==> src/common/nvseq_map.svh <==
// Constants for the save/restore sequence host: command addresses, timing, wait defaults.
// Assumes a 10 MHz controller clock and an asynchronous 8K x 8 memory with shadow store.
// Summary of operation
// (RULE1) The save command is six chip-select reads at 0000, 1555, 0aaa, 1fff, 10f0, 0f0f.
// (RULE2) The restore command is the same five reads followed by a read at 0f0e.
// (RULE3) The six command addresses go out as consecutive accesses in exactly that order.
// (RULE4) Write strobe stays high through all six command accesses.
// (RULE5) No other read or write is slipped into a running command sequence.
// (RULE6) Once a save starts the memory ignores inputs, so the host leaves it alone until done.
// (RULE7) A restore clears then refills the memory, so the host waits it out before accessing.
// (RULE8) Command steps are issued as read cycles, each framed by chip select, never writes.
// (RULE9) After a finished or aborted sequence the controller is idle and starts again at step 0.
`ifndef NVSEQ_MAP_SVH
`define NVSEQ_MAP_SVH

`define SEQ_ADDR_0      13'h0000
`define SEQ_ADDR_1      13'h1555
`define SEQ_ADDR_2      13'h0aaa
`define SEQ_ADDR_3      13'h1fff
`define SEQ_ADDR_4      13'h10f0
`define SEQ_ADDR_SAVE   13'h0f0f
`define SEQ_ADDR_REST   13'h0f0e
`define SEQ_LAST_STEP   3'h5

`define CLK_PERIOD_NS   100
`define T_ACCESS_NS     45
`define ACC_CYC         (4'((`T_ACCESS_NS + `CLK_PERIOD_NS - 1) / `CLK_PERIOD_NS))

`define SAVE_WAIT_DEF   16'h1000
`define REST_WAIT_DEF   16'h1000

`endif

==> src/common/nvseq_pkg.sv <==
// Types shared by the sequence host and its bus cycle generator.
// Assumes nvseq_map.svh for all numeric constants.
package nvseq_pkg;

    typedef enum logic [1:0] {
        OP_READ    = 2'b00,
        OP_WRITE   = 2'b01,
        OP_SAVE    = 2'b10,
        OP_RESTORE = 2'b11
    } op_e;

    typedef enum logic [1:0] {
        M_IDLE   = 2'b00,
        M_ACC    = 2'b01,
        M_SEQ    = 2'b10,
        M_NVWAIT = 2'b11
    } main_st_e;

    typedef enum logic [1:0] {
        G_IDLE   = 2'b00,
        G_SETUP  = 2'b01,
        G_STROBE = 2'b10,
        G_RECOV  = 2'b11
    } gen_st_e;

endpackage

==> src/common/cyc_if.sv <==
// Request and answer for one memory bus cycle between controller and cycle generator.
// Assumes a single clock domain; req is a one-cycle pulse taken only while generator is idle.
`timescale 1ns/10ps
interface cyc_if;
    logic        req;
    logic        we;
    logic [12:0] word_addr;
    logic [7:0]  wdata;
    logic        ack;
    logic [7:0]  rdata;

    modport ctrl (output req, output we, output word_addr, output wdata,
                  input ack, input rdata);
    modport gen  (input req, input we, input word_addr, input wdata,
                  output ack, output rdata);
endinterface

==> src/core/cycle_gen.sv <==
// Generates one chip-select framed read or write on the memory pins per request.
// Assumes requests arrive only while idle; all pin outputs come from flip-flops.
`timescale 1ns/10ps
`include "nvseq_map.svh"
module cycle_gen (
    input  wire logic        ref_clk_i,
    input  wire logic        nrst_i,
    input  wire logic        en_i,
    cyc_if.gen               cyc,
    input  wire logic [7:0]  dq_i,
    output logic      [7:0]  dq_o,
    output logic             dq_oe_n_o,
    output logic      [12:0] word_addr_o,
    output logic             cs_n_o,
    output logic             we_n_o,
    output logic             oe_n_o
);
    typedef struct packed {
        nvseq_pkg::gen_st_e st;
        logic [3:0]         cnt;
        logic               we;
        logic [12:0]        addr;
        logic [7:0]         wdata;
        logic               dq_oe_n;
        logic               cs_n;
        logic               we_n;
        logic               oe_n;
        logic               ack;
        logic [7:0]         rdata;
    } gen_s;

    gen_s q, d;

    // Address settles a full cycle before chip select falls and after it rises
    always_comb begin
        d     = q;
        d.ack = 1'b0;
        unique case (q.st)
            nvseq_pkg::G_IDLE: begin
                if (cyc.req) begin
                    d.addr  = cyc.word_addr;
                    d.we    = cyc.we;
                    d.wdata = cyc.wdata;
                    d.st    = nvseq_pkg::G_SETUP;
                end
            end
            nvseq_pkg::G_SETUP: begin
                d.cs_n    = 1'b0;            // Each step framed by its own select [RULE8]
                d.we_n    = ~q.we;           // Strobe high on every read [RULE4]
                d.oe_n    = q.we;
                d.dq_oe_n = ~q.we;
                d.cnt     = `ACC_CYC;
                d.st      = nvseq_pkg::G_STROBE;
            end
            nvseq_pkg::G_STROBE: begin
                if (q.cnt <= 4'h1) begin
                    d.rdata = dq_i;
                    d.cs_n  = 1'b1;
                    d.we_n  = 1'b1;
                    d.oe_n  = 1'b1;
                    d.ack   = 1'b1;
                    d.st    = nvseq_pkg::G_RECOV;
                end else begin
                    d.cnt = q.cnt - 4'h1;
                end
            end
            nvseq_pkg::G_RECOV: begin
                // Write data held one cycle past the strobe for hold time
                d.dq_oe_n = 1'b1;
                d.st      = nvseq_pkg::G_IDLE;
            end
        endcase
    end

    // Clock enable freezes the whole cycle
    always_ff @(posedge ref_clk_i or negedge nrst_i) begin
        if (!nrst_i) begin
            q <= '{st: nvseq_pkg::G_IDLE, cnt: 4'h0, we: 1'b0, addr: 13'h0000,
                   wdata: 8'h00, dq_oe_n: 1'b1, cs_n: 1'b1, we_n: 1'b1,
                   oe_n: 1'b1, ack: 1'b0, rdata: 8'h00};
        end else if (en_i) begin
            q <= d;
        end
    end

    assign cyc.ack     = q.ack;
    assign cyc.rdata   = q.rdata;
    assign dq_o        = q.wdata;
    assign dq_oe_n_o   = q.dq_oe_n;
    assign word_addr_o = q.addr;
    assign cs_n_o      = q.cs_n;
    assign we_n_o      = q.we_n;
    assign oe_n_o      = q.oe_n;
endmodule // cycle_gen

==> src/core/nv_host_ctrl.sv <==
// Host controller for a memory with shadow store: plain reads/writes plus save/restore.
// Assumes pins synchronous to ref_clk_i and that nothing else drives the memory bus.
`timescale 1ns/10ps
`include "nvseq_map.svh"
module nv_host_ctrl #(
    parameter logic [15:0] SAVE_WAIT = `SAVE_WAIT_DEF,
    parameter logic [15:0] REST_WAIT = `REST_WAIT_DEF
) (
    input  wire logic        ref_clk_i,
    input  wire logic        nrst_i,
    input  wire logic        en_i,
    input  wire logic        cmd_valid_i,
    input  wire logic [1:0]  cmd_op_i,
    input  wire logic [12:0] cmd_word_addr_i,
    input  wire logic [7:0]  cmd_wdata_i,
    output logic             cmd_ready_o,
    output logic             rsp_valid_o,
    output logic      [7:0]  rsp_rdata_o,
    output logic             busy_o,
    output logic             done_o,
    input  wire logic [7:0]  dq_i,
    output logic      [7:0]  dq_o,
    output logic             dq_oe_n_o,
    output logic      [12:0] word_addr_o,
    output logic             cs_n_o,
    output logic             we_n_o,
    output logic             oe_n_o
);
    typedef struct packed {
        nvseq_pkg::main_st_e st;
        nvseq_pkg::op_e      op;
        logic [2:0]          step;
        logic [15:0]         wait_cnt;
        logic                req;
        logic                we;
        logic [12:0]         addr;
        logic [7:0]          wdata;
        logic                ready;
        logic                rsp_valid;
        logic [7:0]          rdata;
        logic                busy;
        logic                done;
    } ctrl_s;

    ctrl_s q, d;
    cyc_if cyc ();

    // Address of a command step; the last one picks save or restore
    function automatic logic [12:0] seq_addr(input logic [2:0] step, input nvseq_pkg::op_e op);
        logic [12:0] a;
        a = `SEQ_ADDR_0;
        unique case (step)
            3'h0: a = `SEQ_ADDR_0;                                   // [RULE1] [RULE2]
            3'h1: a = `SEQ_ADDR_1;
            3'h2: a = `SEQ_ADDR_2;
            3'h3: a = `SEQ_ADDR_3;
            3'h4: a = `SEQ_ADDR_4;
            default: a = (op == nvseq_pkg::OP_SAVE) ? `SEQ_ADDR_SAVE  // [RULE1]
                                                    : `SEQ_ADDR_REST; // [RULE2]
        endcase
        return a;
    endfunction

    // Command sequencer; the user port is closed while a sequence runs
    always_comb begin
        d           = q;
        d.req       = 1'b0;
        d.rsp_valid = 1'b0;
        d.done      = 1'b0;
        unique case (q.st)
            nvseq_pkg::M_IDLE: begin
                if (cmd_valid_i && q.ready) begin
                    d.op    = nvseq_pkg::op_e'(cmd_op_i);
                    d.ready = 1'b0;
                    d.busy  = 1'b1;
                    d.req   = 1'b1;
                    if (cmd_op_i == nvseq_pkg::OP_READ || cmd_op_i == nvseq_pkg::OP_WRITE) begin
                        d.we    = (cmd_op_i == nvseq_pkg::OP_WRITE);
                        d.addr  = cmd_word_addr_i;
                        d.wdata = cmd_wdata_i;
                        d.st    = nvseq_pkg::M_ACC;
                    end else begin
                        d.step  = 3'h0;                      // Always start at step 0 [RULE9]
                        d.we    = 1'b0;                      // Steps are reads [RULE8] [RULE4]
                        d.addr  = seq_addr(3'h0, nvseq_pkg::op_e'(cmd_op_i));
                        d.st    = nvseq_pkg::M_SEQ;
                    end
                end
            end
            nvseq_pkg::M_ACC: begin
                if (cyc.ack) begin
                    d.rsp_valid = 1'b1;
                    d.rdata     = cyc.rdata;
                    d.ready     = 1'b1;
                    d.busy      = 1'b0;
                    d.st        = nvseq_pkg::M_IDLE;
                end
            end
            nvseq_pkg::M_SEQ: begin
                // Next step only after the previous one ended; nothing else gets in
                if (cyc.ack) begin
                    if (q.step == `SEQ_LAST_STEP) begin
                        // Data of the last step is high-Z and dropped
                        d.wait_cnt = (q.op == nvseq_pkg::OP_SAVE) ? SAVE_WAIT : REST_WAIT;
                        d.st       = nvseq_pkg::M_NVWAIT;
                    end else begin
                        d.step = q.step + 3'h1;              // Strict order, back to back [RULE3] [RULE5]
                        d.addr = seq_addr(q.step + 3'h1, q.op);
                        d.we   = 1'b0;                       // [RULE4] [RULE8]
                        d.req  = 1'b1;
                    end
                end
            end
            nvseq_pkg::M_NVWAIT: begin
                // Bus stays quiet while the store or refill runs [RULE6] [RULE7]
                if (q.wait_cnt <= 16'h0001) begin
                    d.done  = 1'b1;
                    d.ready = 1'b1;
                    d.busy  = 1'b0;
                    d.step  = 3'h0;
                    d.st    = nvseq_pkg::M_IDLE;             // Back to idle [RULE9]
                end else begin
                    d.wait_cnt = q.wait_cnt - 16'h0001;
                end
            end
        endcase
    end

    // Single state register; clock enable holds everything
    always_ff @(posedge ref_clk_i or negedge nrst_i) begin
        if (!nrst_i) begin
            q <= '{st: nvseq_pkg::M_IDLE, op: nvseq_pkg::OP_READ, step: 3'h0,
                   wait_cnt: 16'h0000, req: 1'b0, we: 1'b0, addr: 13'h0000,
                   wdata: 8'h00, ready: 1'b1, rsp_valid: 1'b0, rdata: 8'h00,
                   busy: 1'b0, done: 1'b0};
        end else if (en_i) begin
            q <= d;
        end
    end

    // Request side of the cycle generator
    assign cyc.req       = q.req;
    assign cyc.we        = q.we;
    assign cyc.word_addr = q.addr;
    assign cyc.wdata     = q.wdata;

    cycle_gen u_gen (
        .ref_clk_i   (ref_clk_i),
        .nrst_i      (nrst_i),
        .en_i        (en_i),
        .cyc         (cyc.gen),
        .dq_i        (dq_i),
        .dq_o        (dq_o),
        .dq_oe_n_o   (dq_oe_n_o),
        .word_addr_o (word_addr_o),
        .cs_n_o      (cs_n_o),
        .we_n_o      (we_n_o),
        .oe_n_o      (oe_n_o)
    );

    // User outputs, each a flop of the state struct
    assign cmd_ready_o = q.ready;
    assign rsp_valid_o = q.rsp_valid;
    assign rsp_rdata_o = q.rdata;
    assign busy_o      = q.busy;
    assign done_o      = q.done;
endmodule // nv_host_ctrl

==> config.mk <==
export PLATFORM = sky130hd
export DESIGN_NAME = nv_host_ctrl
export DESIGN_NICKNAME = d
export VERILOG_FILES = /design/src/common/nvseq_pkg.sv /design/src/common/cyc_if.sv /design/src/core/cycle_gen.sv /design/src/core/nv_host_ctrl.sv
export VERILOG_INCLUDE_DIRS = /design/src /design/src/common
export SDC_FILE = /design/constraint.sdc
export NUM_CORES = 1
export LEC_CHECK = 0
export BUFFER_PORTS_ARGS = -buffer_cell sky130_fd_sc_hd__buf_2
export CORE_MARGIN = 2
export CORE_UTILIZATION = 30
export CTS_CLUSTER_DIAMETER = 80
export DETAILED_ROUTE_END_ITERATION = 12
export GPL_TIMING_DRIVEN = 1
export SYNTH_ARGS = -nofsm -noshare
export SYNTH_HDL_FRONTEND = slang
export SYNTH_SLANG_ARGS = --single-unit
==> constraint.sdc <==
create_clock -name ref_clk_i -period 5.09 [get_ports ref_clk_i]
set_clock_uncertainty 0.15 [all_clocks]
set_input_delay 0.509 -clock ref_clk_i [delete_from_list [all_inputs] [get_ports ref_clk_i]]
set_output_delay 0.509 -clock ref_clk_i [all_outputs]
set_load 0.01 [all_outputs]
======== Word-level counts from Yosys, hierarchy flattened ========
Cells that the tools add are included.
Widths: inputs -> output; s select.
cells by class
  add/subtract/negate cells ............... 3
  $lt $le $gt $ge ......................... 2
  eq/ne operators ......................... 24
  mux-type cells .......................... 39
  bitwise gates (word level) .............. 1
  reduce and logical (&&, ||, !) cells .... 26
operators by type and width
  kind                   number
  $pmux 13 s5            1
  $mux 34                1
  $mux 16                2
  $pmux 16 s2            1
  $pmux 15 s2            1
  $mux 24                1
  $reduce_and 3->1       7
  $mux 9                 2
  $le 16x1->1 const B    1
  $mux 2                 8
  $ne 2x2->1 const B     8
  $pmux 2 s4             2
  $sub 16x1->16 const B  1
  $mux 15                1
  $reduce_and 5->1       3
  $mux 14                1
  $mux 12                1
  $mux 11                1
  $eq 2x2->1 const B     5
  $mux 3                 3
  $pmux 3 s3             1
  $mux 8                 1
  $pmux 4 s2             1
  $reduce_bool 2->1      4
  24 further kinds       37
word-level totals
  flip-flop bits (word level) ............. 99
  output and inout bits ................... 37
  logic and storage cells ................. 119

======== Logic depth before layout (Yosys ltp) ========
Gate-level depths: netlist of the first run.
  depth in word-level cells ............... 6
  mapped depth ............................ 9
  mapped depth without buffers ............ 7

======== By module ========
From an unflattened synthesis of the first run, not the netlist that was laid out.
second synthesis, totals
  cell total of the unflattened synthesis .. 462
  area total of the unflattened synthesis .. 4951.0 µm²
by module, submodules not included
  module        instances  cells each  area each (µm²)  sequential area each (µm²)
  nv_host_ctrl  1          306         2965.3           1452.6
  cycle_gen     1          156         1985.7           1031.0

======== Least setup slack after synthesis of the first run ========
Ideal clock, no wire load.
  kind .................................... reg2reg
  from .................................... register q[52] in the netlist's numbering
  to ...................................... register q[45] in the netlist's numbering
  setup time .............................. 0.066 ns
  arrival ................................. 2.065 ns
  required time ........................... 4.874 ns
  slack ................................... 2.809 ns
  stages on the path, launching flop included .. 9
  buffers on the path ..................... 1
  period minus slack after synthesis ...... 2.281 ns
  path through ............................ dfrtp_1 > inv_1 > ha_1 > a31oi_1 > or2_1 > buf_2 > or4_1 > or4_1 > nand2_1
on the way
  cells in the longest elaborated chain, start to end .. 3
ends and longest elaborated chain
  what                        RTL line             source
  start, declared             nv_host_ctrl.sv:45   ctrl_s q, d;
  start signal, assigned      nv_host_ctrl.sv:132  q <= '{st: nvseq_pkg::M_IDLE, op: nvseq_pkg::OP_READ, step: 3'h0,
  $eq 3x3->1 (no line)        --
  $ne 2x2->1 (no line)        --
  $reduce_and 5->1 (no line)  --
Every way passes these cells.
A chain may end at the register's enable or synchronous reset.

======== Worst setup path in the final report of the first run ========
  from .................................... register q[56] in the netlist's numbering
  to ...................................... register q, in the netlist cyc.wdata[7]
on the way
  cells in the longest elaborated chain, start to end .. 2
ends and longest elaborated chain
  what                        RTL line            source
  $logic_not 2->1             nv_host_ctrl.sv:70  unique case (q.st)
  $reduce_and 4->1 (no line)  --
Every way passes these cells.

==> run metrics, run 1 <==
Seq/Total Area, Yosys=50.3%; clk sinks=99; crit share post-route=58.7%; pre-CTS setup slack=2.11 ns; Met1 Wirelength=4.61 mm; Post-synth EDFFs=0; Core Box Area=0.0160 sq mm; highest routed layer=met5; routability cong.=0.827; clk_lat worst skew=0.35 ns; ys flop type=dfrtp_1; DRT iter0 DRCs=137; clk slew on worst S/H paths=0.07 ns; Final Hold Fails=0; WHS Path Cells=2; Setup violations, final=0; Top delay family on crit path=simple AND/OR/NAND/NOR gates; Cell Area, Synth=0.00494 sq mm; initial antenna violation count=1; CP endpoint kind=register; via count of the routed design=3411; switching part of the total=34.1%; Worst Path Max Fanout=22; H-tree depth=3; r2r setup slk=2.10 ns; CP Class=register to register; critical path buffer and inverter count=0; Max Cap Viol=0; max frequency=335 MHz; CP max stage cell=nor2b_1; Final Instance Area=0.00557 sq mm; synth cell count leaders=dfrtp_1 (94), mux2_2 (51), nand2_1 (35), buf_4 (30), o21ai_0 (27); post-CTS resize count=0; Final #Nets=530; vias per cell=4.86; maximum VDD drop=0.218 mV; Syn-to-layout area delta=12.9%; dpl hpwl=7.26 mm; CP max stage delay=0.79 ns; synth top area cells=dfrtp_1 (48%), mux2_2 (12%), buf_4 (4.6%); headroom to the max-slew limit=27.7%; Yosys top cell area share=47.6%; Setup crit start kind=register; Tot GR Track Use=12.4%; combinational power share=28.7%; P_leak=2.55 nW; met3 wire length=566 um; Die ar.=0.0175 sq mm; die height=132 um; DRC violations left=0; HP Class=primary input to register; starting density of the core=30.9%; Avg Cell Area, Syn=11.1 sq um; DRT Pass-1 Iters=4; Clk pwr share=24.6%; Hold Path End=u_gen.cyc.rdata[4]$_DFFE_PN0P_; Area after DPL=0.00527 sq mm; Longest Clk Path Bufs=2; syn_nets=493; vias in the first global route=3448; Post-Syn Instances=444; fin. max-slew vios=0; worst path arrival time=3.07 ns; setup TNS=0 ns; gr ovfl total=0; Hold Path Origin=dq_i[4]; Worst R2R Path Depth=4; sequence of cells on the critical path=and4bb_2, nor2b_1, nand2_1, mux2_2; drt total wl=10.2 mm; RSZ-0062 raised after global routing=false; run status=completed; WL/cell=14.5 um; row count=46; met2 WL post-DR=4.86 mm; Synth cell types=62; IO Pins=72; maximum number of pins on one net before global-route repair=67; YS warnings=0; min cycle time layout=2.99 ns; power density over cell area=492 mW/mm^2; Sequential Power Share=46.8%; Antenna Cells=0; reg-to-reg critical path startpoint=q[56]$_DFFE_PN0P_; Tightest Pin Transition=1.08 ns; share of cells above drive strength 1=32.1%; CTS tree=done; root buffer cell=clkbuf_16; PortBufs=71; first-pass GRT wire length=17.4 mm; Worst Setup SP=q[56]$_DFFE_PN0P_; Antenna Nets Post-Route=0; FFs w/ async S/R, synth=100%; most common cell in the netlist=dfrtp_1; Synth Register Bits=99; CTS Buf Count=9; internal power=1.81 mW; Worst EP required=5.17 ns; setup ws final=2.10 ns; Die X=132 um; dominant cell type by area after synthesis=dfrtp_1; Sw Pwr=0.936 mW; r2r endpoint=cyc.wdata[7]$_DFFE_PN0P_; total power=2.74 mW
[worst max-delay path by stage]
stage	depth (start not counted)	to	slack [ns]
6_report	4	cyc.wdata[7]$_DFFE_PN0P_	2.10
5_1_grt	4	cyc.wdata[7]$_DFFE_PN0P_	1.81
4_1_cts	4	cyc.wdata[7]$_DFFE_PN0P_	2.10
3_5_place_dp	4	cyc.wdata[3]$_DFFE_PN0P_	2.11
3_3_place_gp	4	cyc.wdata[5]$_DFFE_PN0P_	2.25
2_1_floorplan	8	q[45]$_DFFE_PN0P_	2.81
[metrics by stage]
| step | instances | hold slack [ns] | utilization [%] |
|---|---|---|---|
| CTS | 702 | 0.220 | 34.8 |
| global route | 702 | 0.221 | 34.8 |
| global placement | 685 | 0.310 | 32.9 |
| floorplan | 444 | 0.0634 | - |
| detailed placement | 685 | 0.323 | 32.9 |
| finish | 702 | 0.241 | 34.8 |
[state kept, by name, indices dropped and copies added, names as in the netlist, 7 cells and up]
register / flops
cyc.wdata: 8
cyc.word_addr: 13
q: 23
rsp_rdata_o: 8
u_gen.cyc.rdata: 8
u_gen.dq_o: 8
u_gen.q: 7
u_gen.word_addr_o: 13
[cells in the final DEF (no fill, tap or decap), types with 6 or more instances in the layout]
cell type / n
a21oi_1: 23
dfrtp_1: 94
inv_1: 17
mux2_2: 51
ha_1: 14
o21ai_0: 27
nor3_1: 12
nor2_1: 14
o22a_1: 9
nand2_1: 35
and2_1: 6
a22o_1: 6
clkbuf_16: 9
nand3_1: 10
buf_2: 70
[final cells by class]
type                            count  area, sq um
Clock buffer                       11          253
Clock inverter                      5         45.0
Fill cell                        1633        10400
Inverter                           17         63.8
Multi-Input combinational cell    281         2080
Sequential cell                    99         2480
Tap cell                          216          270
Timing Repair Buffer               73          375
[what timing repair did]
action | in CTS | in global routing
buffers inserted | 0 | 0
endpoints found under the hold margin | 33 | 0
hold buffers | 1 | 0
[routing by layer]
metal	global-route usage, %	up-vias
li1	-	1637
met1	15.4	1680
met2	19.8	81
met3	4.04	11
met4	5.20	2
met5	0	-
[power by group through the flow]
stage                     Sequential, mW  Clock [mW]  Combinational [mW]
final                               1.28       0.674               0.787
after CTS                           1.28       0.704               0.799
after detailed placement            1.30           0               0.795
after global placement              1.28           0               0.767
after floorplan                     1.22           0               0.703
after global routing                1.33       0.732               0.884
[cell families (layout without fill, tap and decap cells)]
group,count (synthesis),after routing,share of synthesized area [%]
AND/OR/NAND/NOR,117,117,13.7
flip-flops,99,99,50.3
AO/OA/AOI/OAI,94,94,12.4
buffers and inverters,64,106,7.50
multiplexers,54,54,12.2
adder cells (fa/ha/maj),14,14,3.55
XOR/XNOR,2,2,0.355
Note: power is estimated with default switching activity, not from simulation.
==> run 2: changes to the inputs <==
- clock period: 5.09 -> 2.8 ns (I/O delays scaled with it)
==> run 2 against run 1 <==
Net effect: setup slack worse by 1.7 ns; maximum frequency is 27% higher; global-route usage is 0.19 points higher; power increased by 85%; combinational power grew 93%; sequential power rose by 80%; die area unchanged; wire length increased by 3.1%; register-to-register slack worse by 1.7 ns; critical path type unchanged; critical endpoint is now q[43]$_DFFE_PN0P_; largest power group unchanged.
==> run metrics, run 2 (synthesis results as in run 1) <==
post-CTS setup buffers=0 (unchanged); Cells after DPL=697 (+1.8%); clk sinks=99 (unchanged); most frequent cells in the layout=dfrtp_1 (94), buf_2 (70), mux2_2 (51); power density over cell area=894 mW/mm^2 (+82%); CTS Buf Count=9 (unchanged); Tightest Pin Transition=0.617 ns (-0.465 ns); P_leak=2.62 nW (+3.0%); Final Hold Fails=0 (unchanged); WL/cell=14.7 um (+0.93%); Register Area=0.00248 sq mm (unchanged); Die X=132 um (unchanged); row count=46 (unchanged); starting density of the core=30.9% (unchanged); die height=132 um (unchanged); commonest non-fill, non-tap cell in the layout=dfrtp_1; Worst Path Max Fanout=7 (-68%); fin. max-slew vios=0 (unchanged); run status=completed; DRT Pass-1 Iters=4 (unchanged); clk slew on worst S/H paths=0.07 ns (about the same); vias per cell=4.90 (+0.89%); Syn-to-layout area delta=15.2%; CTS tree=done; Setup violations, final=0 (unchanged); Setup crit start kind=register; pre-CTS setup slack=0.482 ns (-1.63 ns); CP max stage cell=or4_4; worst path arrival time=2.43 ns (-0.64 ns); initial antenna violation count=1 (unchanged); Util after Layout=35.6% (+0.72 points); share of cells above drive strength 1=33.4% (+1.3 points); total power=5.08 mW (+85%); Final Instance Area=0.00569 sq mm (+2.1%); maximum number of pins on one net before global-route repair=49 (-27%); crit share post-route=83.9% (+25 points); setup ws final=0.452 ns (-1.65 ns); headroom to the max-slew limit=58.9% (+31 points); clk_lat worst skew=0.35 ns (about the same); Hold Slack=0.0148 ns (-0.226 ns); CP endpoint kind=register; maximum VDD drop=0.301 mV (+38%); gr ovfl total=0 (unchanged); multi-input logic area=0.00208 sq mm (unchanged); Die ar.=0.0175 sq mm (unchanged); dpl hpwl=7.62 mm (+4.9%); Largest register FFs=23 (unchanged); root buffer cell=clkbuf_16; drt total wl=10.5 mm (+3.1%); Tot GR Track Use=12.6% (+0.19 points); min cycle time layout=2.35 ns (-0.639 ns); max frequency=426 MHz (+27%); Area after DPL=0.00536 sq mm (+1.7%); DRT iter0 DRCs=167 (+22%); Post-Layout Cell Count=717 (+2.1%); post-CTS resize count=0 (unchanged); routability cong.=0.831 (+0.40%); CP Class=register to register; H-tree depth=3 (unchanged); Worst EP required=2.89 ns (-2.28 ns); via count of the routed design=3515 (+3.0%); PortBufs=71 (unchanged); filler instances=1632 (-0.061%); HP Class=primary input to register; CTS Hold Buffers Added=3 (+2); first-pass GRT wire length=17.9 mm (+2.7%); DRC violations left=0 (unchanged); Final #Nets=544 (+2.6%); Core Box Area=0.0160 sq mm (unchanged); CP max stage delay=0.56 ns (-0.23 ns); Largest Register=q; Max Cap Viol=0 (unchanged); IO Pins=72 (unchanged); Antenna Nets Post-Route=0 (unchanged); RSZ-0062 raised after global routing=false; vias in the first global route=3577 (+3.7%); sequence of cells on the critical path=or4_4, nor4_4, nand3_1, a41o_1, a32o_1; Longest Clk Path Bufs=2 (unchanged); setup TNS=0 ns (unchanged)
## run 2: cell types whose count changed in the layout (fill, tap and decap cells not counted), sizes merged
cell         delta
clkinvlp        -2
dlygate4sd3     +2
diode           +1
inv             +1
bufinv          +1
buf            +12
clkinv          +1
clkbuf          -1
## run 2: final timing paths
check	cells past startpoint	start	to	slack, ns
max	5	q[45]$_DFFE_PN0P_	q[43]$_DFFE_PN0P_	0.45
min	2	dq_i[3]	u_gen.cyc.rdata[3]$_DFFE_PN0P_	0.01
max reg2reg	5	q[45]$_DFFE_PN0P_	q[43]$_DFFE_PN0P_	0.45
min reg2reg	2	cyc.we$_DFFE_PN0P_	cyc.we$_DFFE_PN0P_	0.32
max in group asynchronous	3	nrst_i	cyc.word_addr[2]$_DFFE_PN0P_	1.34
min in group asynchronous	2	nrst_i	u_gen.dq_o[5]$_DFFE_PN0P_	0.33
## run 2: power breakdown
part	switching [mW]	leakage [nW]	internal (mW)	total, mW
combinational	0.768	1.20	0.757	1.52
sequential	0.392	1.28	1.91	2.30
clock	0.556	0.145	0.704	1.26
total	1.72	2.62	3.37	5.08
## run 2: layout make-up
class / instances / share of cell area (%)
sequential: 99 / 43.7
multi-input combinational: 281 / 36.6
timing repair buffer: 87 / 8.53
tap: 216 / 4.75
clock buffer: 10 / 4.02
clock inverter: 6 / 1.25
inverter: 17 / 1.12
antenna: 1 / 0.0440
## run 2: worst max-delay path: cells and delay by family (launching register included)
kind	cells	cell delay [ns]
AND/OR/NAND/NOR	3	1.14
AO/OA/AOI/OAI	2	0.53
flip-flops	1	0.41
## run 2: routing by layer
metal / vias up / global-route usage [%] / routed length, um
met2: 86 / 20.7 / 5020
met5: - / 0 / 0
li1: 1675 / - / -
met4: 0 / 3.94 / 118
met3: 10 / 3.84 / 628
met1: 1744 / 15.8 / 4760
